==> src/rtl/lbc_pkg.sv <==
package lbc_pkg;
    localparam int LBC_NUM_REGS = 13;
    // Subaddresses
    localparam logic [7:0] LBC_SUB_MAIN_BRIGHT = 8'h51;
    localparam logic [7:0] LBC_SUB_SIDE_BRIGHT = 8'h55;
    localparam logic [7:0] LBC_SUB_EXP_TILT    = 8'h59;
    localparam logic [7:0] LBC_SUB_EXP_THR     = 8'h5d;
    localparam logic [7:0] LBC_SUB_MAIN_CONT   = 8'h61;
    localparam logic [7:0] LBC_SUB_SIDE_CONT   = 8'h65;
    localparam logic [7:0] LBC_SUB_PK_GAIN     = 8'h69;
    localparam logic [7:0] LBC_SUB_PK_CORING   = 8'h6d;
    localparam logic [7:0] LBC_SUB_EXT_RGB     = 8'h71;
    localparam logic [7:0] LBC_SUB_EXP_WIN     = 8'h73;
    localparam logic [7:0] LBC_SUB_PIC_SET     = 8'h75;
    localparam logic [7:0] LBC_SUB_TRANS       = 8'h79;
    localparam logic [7:0] LBC_SUB_EXP_DIS     = 8'h7d;
    // Register array indices
    localparam logic [3:0] LBC_IDX_MAIN_BRIGHT = 4'h0;
    localparam logic [3:0] LBC_IDX_SIDE_BRIGHT = 4'h1;
    localparam logic [3:0] LBC_IDX_EXP_TILT    = 4'h2;
    localparam logic [3:0] LBC_IDX_EXP_THR     = 4'h3;
    localparam logic [3:0] LBC_IDX_MAIN_CONT   = 4'h4;
    localparam logic [3:0] LBC_IDX_SIDE_CONT   = 4'h5;
    localparam logic [3:0] LBC_IDX_PK_GAIN     = 4'h6;
    localparam logic [3:0] LBC_IDX_PK_CORING   = 4'h7;
    localparam logic [3:0] LBC_IDX_EXT_RGB     = 4'h8;
    localparam logic [3:0] LBC_IDX_EXP_WIN     = 4'h9;
    localparam logic [3:0] LBC_IDX_PIC_SET     = 4'ha;
    localparam logic [3:0] LBC_IDX_TRANS       = 4'hb;
    localparam logic [3:0] LBC_IDX_EXP_DIS     = 4'hc;
    localparam logic [3:0] LBC_IDX_NONE        = 4'hf;
    // Field positions
    localparam int LBC_CONT_MSB    = 5;
    localparam int LBC_TILT_MSB    = 3;
    localparam int LBC_AMOUNT_LSB  = 4;
    localparam int LBC_AMOUNT_MSB  = 8;
    localparam int LBC_UNDER_MSB   = 3;
    localparam int LBC_OVER_LSB    = 4;
    localparam int LBC_OVER_MSB    = 7;
    localparam int LBC_INVERT_BIT  = 8;
    localparam int LBC_CORING_MSB  = 4;
    localparam int LBC_FREQ_BIT    = 8;
    localparam int LBC_WL_BIT      = 0;
    localparam int LBC_HSTART_LSB  = 1;
    localparam int LBC_HSTART_MSB  = 8;
    localparam int LBC_MASK_MSB    = 7;
    // Values after reset and fixed figures
    localparam logic [8:0] LBC_REG_RST    = 9'h000;
    localparam logic [8:0] LBC_STOP_50HZ  = 9'h150;
    localparam logic [8:0] LBC_STOP_60HZ  = 9'h11b;
    localparam logic [5:0] LBC_PK_UNITY   = 6'h08;
    localparam logic [6:0] LBC_CHIP_ADDR  = 7'h45;
    localparam logic [3:0] LBC_BITS_BYTE  = 4'h8;

    typedef enum logic [2:0] {
        LBC_ST_IDLE, LBC_ST_ADDR, LBC_ST_SUB, LBC_ST_HI, LBC_ST_LO, LBC_ST_ACK, LBC_ST_SKIP
    } lbc_i2c_state_type;
endpackage

==> src/rtl/lbc_regs.sv <==
`timescale 1ns/1ps
`default_nettype none
module lbc_regs
    import lbc_pkg::*;
#(
    parameter logic [6:0] CHIP_ADDR = LBC_CHIP_ADDR,
    parameter int         PRIO_W    = 3
) (
    // Clock and reset
    input  wire logic                clk_sys,
    input  wire logic                srst,
    // I2C pins
    input  wire logic                scl_in,
    input  wire logic                sda_in,
    output logic                     sda_out,
    output logic                     sda_oe_n,
    // Video timing and priority
    input  wire logic                vsync,
    input  wire logic [PRIO_W-1:0]   signal_priority,
    // Latched register fields
    output logic [5:0]               main_contrast_gain,
    output logic [5:0]               side_contrast_gain,
    output logic [8:0]               main_brightness_offset,
    output logic [8:0]               side_brightness_offset,
    output logic [7:0]               picture_set_select_mask,
    output logic [7:0]               external_rgb_select_mask,
    output logic [3:0]               expander_tilt,
    output logic [4:0]               expander_amount,
    output logic [8:0]               expander_threshold,
    output logic                     window_length_select,
    output logic [7:0]               half_start_line,
    output logic [7:0]               expander_disable_mask,
    output logic [3:0]               undershoot_level,
    output logic [3:0]               overshoot_level,
    output logic                     peaking_invert,
    output logic [4:0]               coring_level,
    output logic                     center_frequency_select,
    output logic [7:0]               transient_suppress_mask,
    // Values for the current priority, and derived window and peaking values
    output logic [5:0]               contrast_gain,
    output logic [8:0]               brightness_offset,
    output logic                     use_side_set,
    output logic                     use_external_rgb,
    output logic                     expander_active,
    output logic                     transient_suppress_active,
    output logic [8:0]               window_start_line,
    output logic [8:0]               window_stop_line,
    output logic [5:0]               peaking_gain_eighths
);
    if (PRIO_W < 1 || PRIO_W > 3) begin : g_chk
        $error("PRIO_W must be 1 to 3");
    end

    logic              scl_m, scl_s, scl_d;
    logic              sda_m, sda_s, sda_d;
    logic              scl_rise, scl_fall, i2c_start, i2c_stop;
    lbc_i2c_state_type state, after_ack;
    logic [3:0]        bit_cnt;
    logic [7:0]        shreg;
    logic [7:0]        sub_addr;
    logic              data_b8;
    logic              wr_commit;
    logic [8:0]        wr_data;
    logic [8:0]        shadow [LBC_NUM_REGS];
    logic [8:0]        act    [LBC_NUM_REGS];
    logic              vsync_d, vs_edge;

    function automatic logic [3:0] lbc_index(input logic [7:0] sub);
        unique case (sub)
            LBC_SUB_MAIN_BRIGHT: lbc_index = LBC_IDX_MAIN_BRIGHT;
            LBC_SUB_SIDE_BRIGHT: lbc_index = LBC_IDX_SIDE_BRIGHT;
            LBC_SUB_EXP_TILT:    lbc_index = LBC_IDX_EXP_TILT;
            LBC_SUB_EXP_THR:     lbc_index = LBC_IDX_EXP_THR;
            LBC_SUB_MAIN_CONT:   lbc_index = LBC_IDX_MAIN_CONT;
            LBC_SUB_SIDE_CONT:   lbc_index = LBC_IDX_SIDE_CONT;
            LBC_SUB_PK_GAIN:     lbc_index = LBC_IDX_PK_GAIN;
            LBC_SUB_PK_CORING:   lbc_index = LBC_IDX_PK_CORING;
            LBC_SUB_EXT_RGB:     lbc_index = LBC_IDX_EXT_RGB;
            LBC_SUB_EXP_WIN:     lbc_index = LBC_IDX_EXP_WIN;
            LBC_SUB_PIC_SET:     lbc_index = LBC_IDX_PIC_SET;
            LBC_SUB_TRANS:       lbc_index = LBC_IDX_TRANS;
            LBC_SUB_EXP_DIS:     lbc_index = LBC_IDX_EXP_DIS;
            default:             lbc_index = LBC_IDX_NONE;
        endcase
    endfunction

    // Pin synchronisers
    always_ff @(posedge clk_sys) begin
        if (srst) begin
            {scl_m, scl_s, scl_d} <= 3'h7;
            {sda_m, sda_s, sda_d} <= 3'h7;
        end else begin
            {scl_m, scl_s, scl_d} <= {scl_in, scl_m, scl_s};
            {sda_m, sda_s, sda_d} <= {sda_in, sda_m, sda_s};
        end
    end

    assign scl_rise  = scl_s & ~scl_d;
    assign scl_fall  = ~scl_s & scl_d;
    assign i2c_start = scl_s & scl_d & sda_d & ~sda_s;
    assign i2c_stop  = scl_s & scl_d & ~sda_d & sda_s;

    // I2C slave, write-only
    always_ff @(posedge clk_sys) begin
        if (srst) begin
            state     <= LBC_ST_IDLE;
            after_ack <= LBC_ST_IDLE;
            bit_cnt   <= 4'h0;
            shreg     <= 8'h00;
            sub_addr  <= 8'h00;
            data_b8   <= 1'b0;
            sda_oe_n  <= 1'b1;
            wr_commit <= 1'b0;
        end else begin
            wr_commit <= 1'b0;
            if (i2c_start) begin
                state    <= LBC_ST_ADDR;
                bit_cnt  <= 4'h0;
                sda_oe_n <= 1'b1;
            end else if (i2c_stop) begin
                state    <= LBC_ST_IDLE;
                sda_oe_n <= 1'b1;
            end else begin
                unique case (state)
                    LBC_ST_IDLE, LBC_ST_SKIP: begin
                        sda_oe_n <= 1'b1;
                    end
                    LBC_ST_ACK: begin
                        if (scl_fall) begin
                            sda_oe_n <= 1'b1;
                            state    <= after_ack;
                        end
                    end
                    LBC_ST_ADDR, LBC_ST_SUB, LBC_ST_HI, LBC_ST_LO: begin
                        if (scl_rise && bit_cnt != LBC_BITS_BYTE) begin
                            shreg   <= {shreg[6:0], sda_s};
                            bit_cnt <= bit_cnt + 4'h1;
                        end else if (scl_fall && bit_cnt == LBC_BITS_BYTE) begin
                            bit_cnt <= 4'h0;
                            if (state == LBC_ST_ADDR) begin
                                if (shreg[7:1] == CHIP_ADDR && !shreg[0]) begin
                                    sda_oe_n  <= 1'b0;
                                    state     <= LBC_ST_ACK;
                                    after_ack <= LBC_ST_SUB;
                                end else begin
                                    state <= LBC_ST_SKIP;
                                end
                            end else begin
                                sda_oe_n <= 1'b0;
                                state    <= LBC_ST_ACK;
                                if (state == LBC_ST_SUB) begin
                                    sub_addr  <= shreg;
                                    after_ack <= LBC_ST_HI;
                                end else if (state == LBC_ST_HI) begin
                                    data_b8   <= shreg[0];
                                    after_ack <= LBC_ST_LO;
                                end else begin
                                    wr_commit <= 1'b1;
                                    after_ack <= LBC_ST_HI;
                                end
                            end
                        end
                    end
                endcase
            end
        end
    end

    // Open-drain data value
    always_ff @(posedge clk_sys) begin
        if (srst) begin
            sda_out <= 1'b0;
        end else begin
            sda_out <= 1'b0;
        end
    end

    assign wr_data = {data_b8, shreg};

    // Shadow registers written from the bus
    always_ff @(posedge clk_sys) begin
        if (srst) begin
            for (int i = 0; i < LBC_NUM_REGS; i++) begin
                shadow[i] <= LBC_REG_RST;
            end
        end else if (wr_commit && lbc_index(sub_addr) != LBC_IDX_NONE) begin
            shadow[lbc_index(sub_addr)] <= wr_data;
        end
    end

    // Transfer to active set at vertical sync
    always_ff @(posedge clk_sys) begin
        if (srst) begin
            vsync_d <= 1'b0;
        end else begin
            vsync_d <= vsync;
        end
    end

    assign vs_edge = vsync & ~vsync_d;

    always_ff @(posedge clk_sys) begin
        if (srst) begin
            for (int i = 0; i < LBC_NUM_REGS; i++) begin
                act[i] <= LBC_REG_RST;
            end
        end else if (vs_edge) begin
            for (int i = 0; i < LBC_NUM_REGS; i++) begin
                act[i] <= shadow[i];
            end
        end
    end

    // Field views of the active set
    assign main_contrast_gain       = act[LBC_IDX_MAIN_CONT][LBC_CONT_MSB:0];
    assign side_contrast_gain       = act[LBC_IDX_SIDE_CONT][LBC_CONT_MSB:0];
    assign main_brightness_offset   = act[LBC_IDX_MAIN_BRIGHT];
    assign side_brightness_offset   = act[LBC_IDX_SIDE_BRIGHT];
    assign picture_set_select_mask  = act[LBC_IDX_PIC_SET][LBC_MASK_MSB:0];
    assign external_rgb_select_mask = act[LBC_IDX_EXT_RGB][LBC_MASK_MSB:0];
    assign expander_tilt            = act[LBC_IDX_EXP_TILT][LBC_TILT_MSB:0];
    assign expander_amount          = act[LBC_IDX_EXP_TILT][LBC_AMOUNT_MSB:LBC_AMOUNT_LSB];
    assign expander_threshold       = act[LBC_IDX_EXP_THR];
    assign window_length_select     = act[LBC_IDX_EXP_WIN][LBC_WL_BIT];
    assign half_start_line          = act[LBC_IDX_EXP_WIN][LBC_HSTART_MSB:LBC_HSTART_LSB];
    assign expander_disable_mask    = act[LBC_IDX_EXP_DIS][LBC_MASK_MSB:0];
    assign undershoot_level         = act[LBC_IDX_PK_GAIN][LBC_UNDER_MSB:0];
    assign overshoot_level          = act[LBC_IDX_PK_GAIN][LBC_OVER_MSB:LBC_OVER_LSB];
    assign peaking_invert           = act[LBC_IDX_PK_GAIN][LBC_INVERT_BIT];
    assign coring_level             = act[LBC_IDX_PK_CORING][LBC_CORING_MSB:0];
    assign center_frequency_select  = act[LBC_IDX_PK_CORING][LBC_FREQ_BIT];
    assign transient_suppress_mask  = act[LBC_IDX_TRANS][LBC_MASK_MSB:0];

    // Per-priority selection
    always_ff @(posedge clk_sys) begin
        if (srst) begin
            use_side_set              <= 1'b0;
            use_external_rgb          <= 1'b0;
            expander_active           <= 1'b0;
            transient_suppress_active <= 1'b0;
            contrast_gain             <= 6'h00;
            brightness_offset         <= 9'h000;
        end else begin
            use_side_set              <= picture_set_select_mask[signal_priority];
            use_external_rgb          <= external_rgb_select_mask[signal_priority];
            expander_active           <= !expander_disable_mask[signal_priority]
                                         && expander_threshold != 9'h000;
            transient_suppress_active <= transient_suppress_mask[signal_priority];
            contrast_gain             <= picture_set_select_mask[signal_priority]
                                         ? side_contrast_gain : main_contrast_gain;
            brightness_offset         <= picture_set_select_mask[signal_priority]
                                         ? side_brightness_offset
                                         : main_brightness_offset;
        end
    end

    // Derived window and peaking values
    always_ff @(posedge clk_sys) begin
        if (srst) begin
            window_start_line    <= 9'h000;
            window_stop_line     <= 9'h000;
            peaking_gain_eighths <= 6'h00;
        end else begin
            window_start_line <= {half_start_line, 1'b0};
            if (window_length_select) begin
                window_stop_line <= (LBC_STOP_60HZ > {half_start_line, 1'b0})
                    ? 9'(LBC_STOP_60HZ - {half_start_line, 1'b0}) : 9'h000;
            end else begin
                window_stop_line <= (LBC_STOP_50HZ > {half_start_line, 1'b0})
                    ? 9'(LBC_STOP_50HZ - {half_start_line, 1'b0}) : 9'h000;
            end
            peaking_gain_eighths <= LBC_PK_UNITY + 6'(undershoot_level)
                                    + 6'(overshoot_level);
        end
    end
endmodule
`default_nettype wire

==> config.mk <==
export PLATFORM = sky130hd
export DESIGN_NAME = lbc_regs
export DESIGN_NICKNAME = d
export VERILOG_FILES = /design/src/rtl/lbc_pkg.sv /design/src/rtl/lbc_regs.sv
export SDC_FILE = /design/constraint.sdc
export NUM_CORES = 1
export LEC_CHECK = 0
export ABC_CLOCK_PERIOD_IN_PS = 5100
export BUFFER_PORTS_ARGS = -buffer_cell sky130_fd_sc_hd__buf_2
export CAP_MARGIN = 10
export CORE_ASPECT_RATIO = 0.9
export CORE_MARGIN = 2
export CORE_UTILIZATION = 55
export CTS_BUF_LIST = sky130_fd_sc_hd__clkbuf_4
export DETAILED_ROUTE_END_ITERATION = 6
export GPL_TIMING_DRIVEN = 0
export PLACE_DENSITY = 0.77
export SKIP_LAST_GASP = 1
export SLEW_MARGIN = 20
export SYNTH_ARGS = -nofsm -noshare
export SYNTH_HDL_FRONTEND = slang
export SYNTH_SLANG_ARGS = --single-unit
export TNS_END_PERCENT = 5
==> constraint.sdc <==
create_clock -name clk_sys -period 5.1 [get_ports clk_sys]
set_input_delay 0.255 -clock clk_sys [delete_from_list [all_inputs] [get_ports clk_sys]]
set_output_delay 0.255 -clock clk_sys [all_outputs]
set_load 0.03 [all_outputs]
==> reports/metrics.cfg, run 1 <==
[run_status]
status=complete, no violations

[clock_network]
cts_max_level=3
cts_made_buffers=73
cts-hold-fix-buffers=3
ctsLongestPathBuffers=3
cts_resized=0
cts-root-buf=clkbuf_4
clk_latency_ns=0.68
clk_pin_slew_ns=0.08
numClockSinks=286
cts_tree=built
post_cts_buffers=0

[placed_design]
pre_cts_ws_ns=2.21
hpwl_um=17500
portBuffers=151
gp_congestion=0.935

[timing]
setup_viol=0
drv_slew=0
worst_slack_ns=2.69
hold_viol=0
rsz0062_at_grt=false
fmax_mhz=415
clock_skew_ns=0.0371
period_share_pct=47.2
worstMarginPinSlew_ns=0.875
period_needed_ns=2.41
slew_headroom_pct=41.7

[route]
routed-via-count=7755
ant_nets=0
drt_first_pass_iters=6
viasPerCell=5.34
drcViolationCount=0
drtIter0Drc=641
post_drt_wl_per_cell_um=17.5
routed_wl_um=25500

[grt]
grt_pass1_wl_um=39300
grt_max_degree=49
grt.total_usage_pct=23.3
antenna_found_initial=1
grt_pass1_vias=7497
grt_overflow=0

[pwr]
p_total_w=0.00521
powerDensity_mw_per_mm2=382
peakVddDrop_v=0.000179
p_leak_nw=5.57

[cells_and_area]
fillers=1552
fin_nets=1155
multi_input_area_mm2=0.00347
drive_gt1_share_pct=26.6
final_util_pct=66.1
seq_area_mm2=0.00773
synthToLayoutAreaGrowth_pct=18.5

[synthesis]
yosysTopAreaCell=edfxtp_1
synth_most_common_cell=edfxtp_1
yosysTopAreaCellShare_pct=52.2
synth_area_leaders=edfxtp_1, dfxtp_1, and2_1
synthTopCellsByCount=edfxtp_1, nor2_1, and2_1
synth_edf_count=200
yosysWarnings=0
ys.flop_type=edfxtp_1
yosysSeqAreaShare_pct=67.1
async_reset_ff_share_pct=0
ys_types=68
syn_avg_cell_area_um2=12.8
syn_area_mm2=0.0115
ys_seq_elements=286
syn_inst=902

[floorplanning]
core_mm2=0.0206
num_io_pins=157
initial_core_util_pct=55.8
die_h_um=141
die_area_mm2=0.0221
rows=50
die_width_um=157

[setup_path]
crit_path_start_kind=flip-flop
r2r_slack_ns=2.69
reg2reg_depth=4
worst-setup-path-type=flip-flop to flip-flop
worstPathArrival_ns=2.70
path_max_fanout=8
crit_path_end_kind=flip-flop
required_ns=5.40
rr_startpoint=sub_addr[7]
reg2reg_to=shadow[11][0]

[min_path]
worstHoldPathCells=4
hold_end=transient_suppress_active
holdCritStartpoint=signal_priority[0]
hp-class=input port to flip-flop

[job]
maxCapViolations=0

==> layer usage <==
metal | vias up | part of all wire [%] | GRT usage (%)
met4 | 0 | 2.7 | 10.3
met3 | 52 | 7.4 | 6.23
met2 | 330 | 47 | 36.6
met5 | - | 0 | 0
met1 | 3684 | 43 | 30.9
li1 | 3689 | - | -
==> how the worst max path moves through the flow <==
stage                           start             to  slack (ns)  depth (start not counted)
after global placement           srst      act[2][3]       -0.41                          4
after CTS                 sub_addr[5]   shadow[5][4]        2.72                          7
after floorplan                  srst      act[0][0]        1.28                          3
final                     sub_addr[7]  shadow[11][0]        2.69                          4
after global routing      sub_addr[7]  shadow[11][0]        2.38                          4
after detailed placement         srst     act[10][6]        2.21                          6
==> worst max-delay path: stages (launching register included) <==
cell and delay [ns]:
dfxtp_1 0.33, nand3b_1 0.29, nor2_1 0.32, nand3_1 0.33, o21bai_1 0.75
==> cell usage in the layout (no fill, tap or decap), drive strengths merged, types with 4 or more instances in the layout <==
cell      n
edfxtp  200
buf     170
clkbuf  151
nor2    131
and2    100
dfxtp    86
nand2    43
nor2b    38
mux2i    29
a21oi    25
nand3    20
inv      18
clkinv   18
ha       12
nand2b   11
o21ai     9
a21o      9
or2       9
mux2      9
nor3      8
mux4      8
and3      7
o21bai    5
a211oi    5
a31oi     4
a32oi     4
a221oi    4
nor4      4
==> where the power goes <==
group | internal, W | switching (W) | leakage [nW]
logic | 0.000163 | 0.000374 | 2.26
clock network | 0.00108 | 0.000918 | 0.571
registers | 0.00262 | 0.0000543 | 2.73
total | 0.00387 | 0.00135 | 5.57
==> registers in the layout, summed over array words and instances (netlist names), 3 cells and up <==
signal	cells
act	104
shadow	104
sub_addr	8
bit_cnt	4
window_start_line	8
shreg	8
state	3
contrast_gain	6
window_stop_line	9
peaking_gain_eighths	6
brightness_offset	9
after_ack	3
==> cells by family (layout without fill, tap and decap cells) <==
| group | count (synthesis) | after routing | share of synthesized area, % |
|---|---|---|---|
| multiplexers | 46 | 46 | 5.27 |
| AND/OR/NAND/NOR | 387 | 387 | 17.4 |
| flip-flops | 286 | 286 | 67.1 |
| AO/OA/AOI/OAI | 87 | 87 | 5.27 |
| other | 1 | 3 | 0.0326 |
| XOR/XNOR | 6 | 6 | 0.457 |
| buffers and inverters | 75 | 363 | 2.89 |
| adder cells (fa/ha/maj) | 14 | 14 | 1.56 |
==> per-stage QoR <==
stage	area [um^2]	hold slack, ns	setup TNS (ns)	instances
after detailed placement	12600	0.397	0	1316
final	13600	0.151	0	1452
after global placement	12600	0.398	-42.01	1314
after CTS	13600	0.106	0	1451
after global routing	13600	0.150	0	1452
after floorplan	11500	0.359	0	903
==> layout make-up <==
class	instances	area share, %
flip-flops and latches	286	56.6
multi-input cells	542	25.4
repair buffers	156	6.05
clock buffers	109	6.00
well taps	260	2.38
plain buffers	59	2.00
clock inverters	23	1.06
inverters	16	0.440
diodes	1	0.0183
No activity file was read; power rests on OpenSTA's default activity.
==> run 2: changes to the inputs <==
--- a/config.mk
+++ b/config.mk
@@ -5,16 +5,17 @@
 export SDC_FILE = /design/constraint.sdc
 export NUM_CORES = 1
 export LEC_CHECK = 0
-export ABC_CLOCK_PERIOD_IN_PS = 5100
+export ABC_AREA = 1
+export ABC_CLOCK_PERIOD_IN_PS = 2200
 export BUFFER_PORTS_ARGS = -buffer_cell sky130_fd_sc_hd__buf_2
 export CAP_MARGIN = 10
 export CORE_ASPECT_RATIO = 0.9
 export CORE_MARGIN = 2
-export CORE_UTILIZATION = 55
+export CORE_UTILIZATION = 54
 export CTS_BUF_LIST = sky130_fd_sc_hd__clkbuf_4
 export DETAILED_ROUTE_END_ITERATION = 6
 export GPL_TIMING_DRIVEN = 0
-export PLACE_DENSITY = 0.77
+export PLACE_DENSITY = 0.79
 export SKIP_LAST_GASP = 1
 export SLEW_MARGIN = 20
 export SYNTH_ARGS = -nofsm -noshare
==> constraint.sdc (replaced) <==
create_clock -name clk_sys -period 2.2 [get_ports clk_sys]
set_input_delay 0.11 -clock clk_sys [delete_from_list [all_inputs] [get_ports clk_sys]]
set_output_delay 0.11 -clock clk_sys [all_outputs]
set_load 0.03 [all_outputs]
==> reports/metrics.cfg, run 2 <==
[run_status]
status=complete, but fails checks
violations=setup timing

[timing]
slew_headroom_pct=33.8  ; -7.8 points
setup_viol=76  ; +76
worstMarginPinSlew_ns=0.993  ; +0.118 ns
drv_slew=0  ; unchanged
hold_viol=0  ; unchanged
fmax_mhz=429  ; +3.3%
clock_skew_ns=0.0395  ; +0.00239 ns
period_needed_ns=2.33  ; -0.0760 ns
period_share_pct=106  ; +59 points
rsz0062_at_grt=true
worst_slack_ns=-0.132  ; -2.82 ns

[placed_design]
dp_cells=1558  ; +18%
place_area_mm2=0.0128  ; +1.3%
hpwl_um=18900  ; +8.3%
portBuffers=153  ; +1.3%
gp_congestion=0.905  ; -3.2%

[synthesis]
async_reset_ff_share_pct=0  ; unchanged
yosysWarnings=0  ; unchanged
syn_avg_cell_area_um2=10.4  ; -19%
synthTopCellsByCount=nor2_1, edfxtp_1, inv_1
syn_inst=1114  ; +24%
yosysTopAreaCell=edfxtp_1
synth_edf_count=200  ; unchanged
syn_area_mm2=0.0116  ; +0.48%
synth_area_leaders=edfxtp_1, dfxtp_1, nor2_1
synth_most_common_cell=nor2_1
yosysTopAreaCellShare_pct=51.9  ; -0.25 points
ys.flop_type=edfxtp_1
yosysSeqAreaShare_pct=66.8  ; -0.32 points
ys_types=41  ; -40%
ys_seq_elements=286  ; unchanged

[min_path]
holdCritStartpoint=srst
hp-class=input port to flip-flop
worstHoldPathCells=5  ; +1

[setup_path]
path_max_fanout=9  ; +1
required_ns=2.49  ; -2.91 ns
worstPathArrival_ns=2.62  ; -0.08 ns
crit_path_start_kind=flip-flop
worstSetupStartpoint=sub_addr[0]
worst-setup-path-type=flip-flop to flip-flop
rr_startpoint=sub_addr[0]
crit_path_end_kind=flip-flop
reg2reg_depth=8  ; +4

[cells_and_area]
largest_registers=act x104, shadow x104
drive_gt1_share_pct=24.8  ; -1.8 points
fin_area_mm2=0.0138  ; +1.4%
final_cells=1692  ; +17%
fin_nets=1373  ; +19%
layout_common_cells=nor2_1, edfxtp_1, inv_1
final_util_pct=66.2  ; +0.11 points
layout_commonest_cell=nor2_1
synthToLayoutAreaGrowth_pct=19.6

[grt]
grt_overflow=0  ; unchanged
antenna_found_initial=2  ; +1
grt_pass1_vias=8262  ; +10%
grt_max_degree=27  ; -45%
grt_pass1_wl_um=42000  ; +7.0%
grt.total_usage_pct=24.5  ; +1.2 points

[floorplanning]
die_area_mm2=0.0226  ; +2.3%
die_h_um=143  ; +1.1%
initial_core_util_pct=55.4  ; -0.40 points
rows=50  ; unchanged
core_mm2=0.0209  ; +1.2%
num_io_pins=157  ; unchanged
die_width_um=158  ; +1.1%

[pwr]
clock_power_share_pct=37.5  ; -0.9 points
switching_power_w=0.00312  ; +130%
seqPwrFrac_pct=52.2  ; +0.9 points
p_total_w=0.0119  ; +130%
swShare_pct=26.3  ; +0.45 points
powerDensity_mw_per_mm2=858  ; +120%
peakVddDrop_v=0.000331  ; +85%
p_leak_nw=6.17  ; +11%
p_comb_share_pct=10.3  ; about the same
power.internal_w=0.00876  ; +130%

[route]
post_drt_wl_per_cell_um=16.4  ; -6.4%
ant_nets=0  ; unchanged
drtIter0Drc=853  ; +33%
routed_wl_um=27800  ; +9.1%
routed-via-count=8790  ; +13%
drcViolationCount=0  ; unchanged
viasPerCell=5.20  ; -2.7%
drt_first_pass_iters=6  ; unchanged

[clock_network]
cts_max_level=3  ; unchanged
clk_pin_slew_ns=0.07  ; about the same
cts-root-buf=clkbuf_4
cts_made_buffers=71  ; -2.7%
ctsLongestPathBuffers=3  ; unchanged
clk_latency_ns=0.67  ; about the same
cts_tree=built
numClockSinks=286  ; unchanged

[job]
maxCapViolations=0  ; unchanged

-- run 2: critical path, cell delays in order, from the launching register on --
cell and delay [ns]:
dfxtp_1 0.37, inv_1 0.10, nor2_4 0.14, nand3_1 0.18
nand2_1 0.14, nor2_2 0.06, nand2_4 0.17, nand2_4 0.11
o21ai_1 0.69
-- run 2: worst paths after layout --
check	end	slack, ns
worst min-delay path	shadow[12][5]	0.06
worst max-delay path	shadow[9][8]	-0.13
worst max register to register	shadow[9][8]	-0.13
worst min register to register	scl_s	0.41
-- run 2: area by class of cell --
class	count	area, um^2
Sequential cell	286	7730
Timing Repair Buffer	164	933
Inverter	179	674
Clock inverter	17	93.8
Tap cell	286	358
Fill cell	1598	7060
Antenna cell	1	2.50
Buffer	43	203
Multi-Input combinational cell	607	3020
Clock buffer	109	818
-- run 2: power by group through the flow --
stage          clock network [W]  registers [W]  logic (W)
6_report                 0.00446        0.00620    0.00122
5_1_grt                  0.00478        0.00623    0.00132
4_1_cts                  0.00450        0.00620    0.00122
3_5_place_dp                   0        0.00632    0.00120
3_3_place_gp                   0        0.00632    0.00114
2_1_floorplan                  0        0.00671   0.000400
-- run 2: cell families (layout without fill, tap and decap cells) --
logic type / Yosys count / in the layout / synth area share (%)
AOI/OAI and AO/OA: 125 / 125 / 5.67
xor gates and xnor gates: 3 / 3 / 0.227
adders and majority gates: 13 / 13 / 1.47
buffers and inverters: 222 / 512 / 7.58
DFF: 286 / 286 / 66.8
other: 1 / 3 / 0.0324
and+or+nand+nor: 464 / 464 / 18.2
-- run 2: through the flow --
step | hold slack, ns | TNS (ns) | setup WS (ns)
after floorplan | 0.187 | -24.41 | -0.235
after global placement | 0.296 | -103.36 | -0.875
final | 0.0646 | -4.33 | -0.132
after global routing | 0.0478 | -11.55 | -0.210
after detailed placement | 0.295 | -15.44 | -0.427
after CTS | 0.0276 | -7.74 | -0.175
-- run 2: timing repair --
| action | in CTS | in global routing |
|---|---|---|
| buffers inserted | 0 | 2 |
| gates resized for setup | 6 | 11 |
| hold buffers | 5 | 0 |
| pin swaps | 0 | 1 |
| setup endpoints to repair | 85 | 97 |
| endpoints found under the hold margin | 8 | 0 |
-- run 2: per-layer routing --
layer  track usage [%]  up-vias  wire [um]
li1                  -     4156          -
met1              32.4     4119      11100
met2              38.5      436      13200
met3              6.46       77       2730
met4              10.7        2        785
met5                 0        -         13
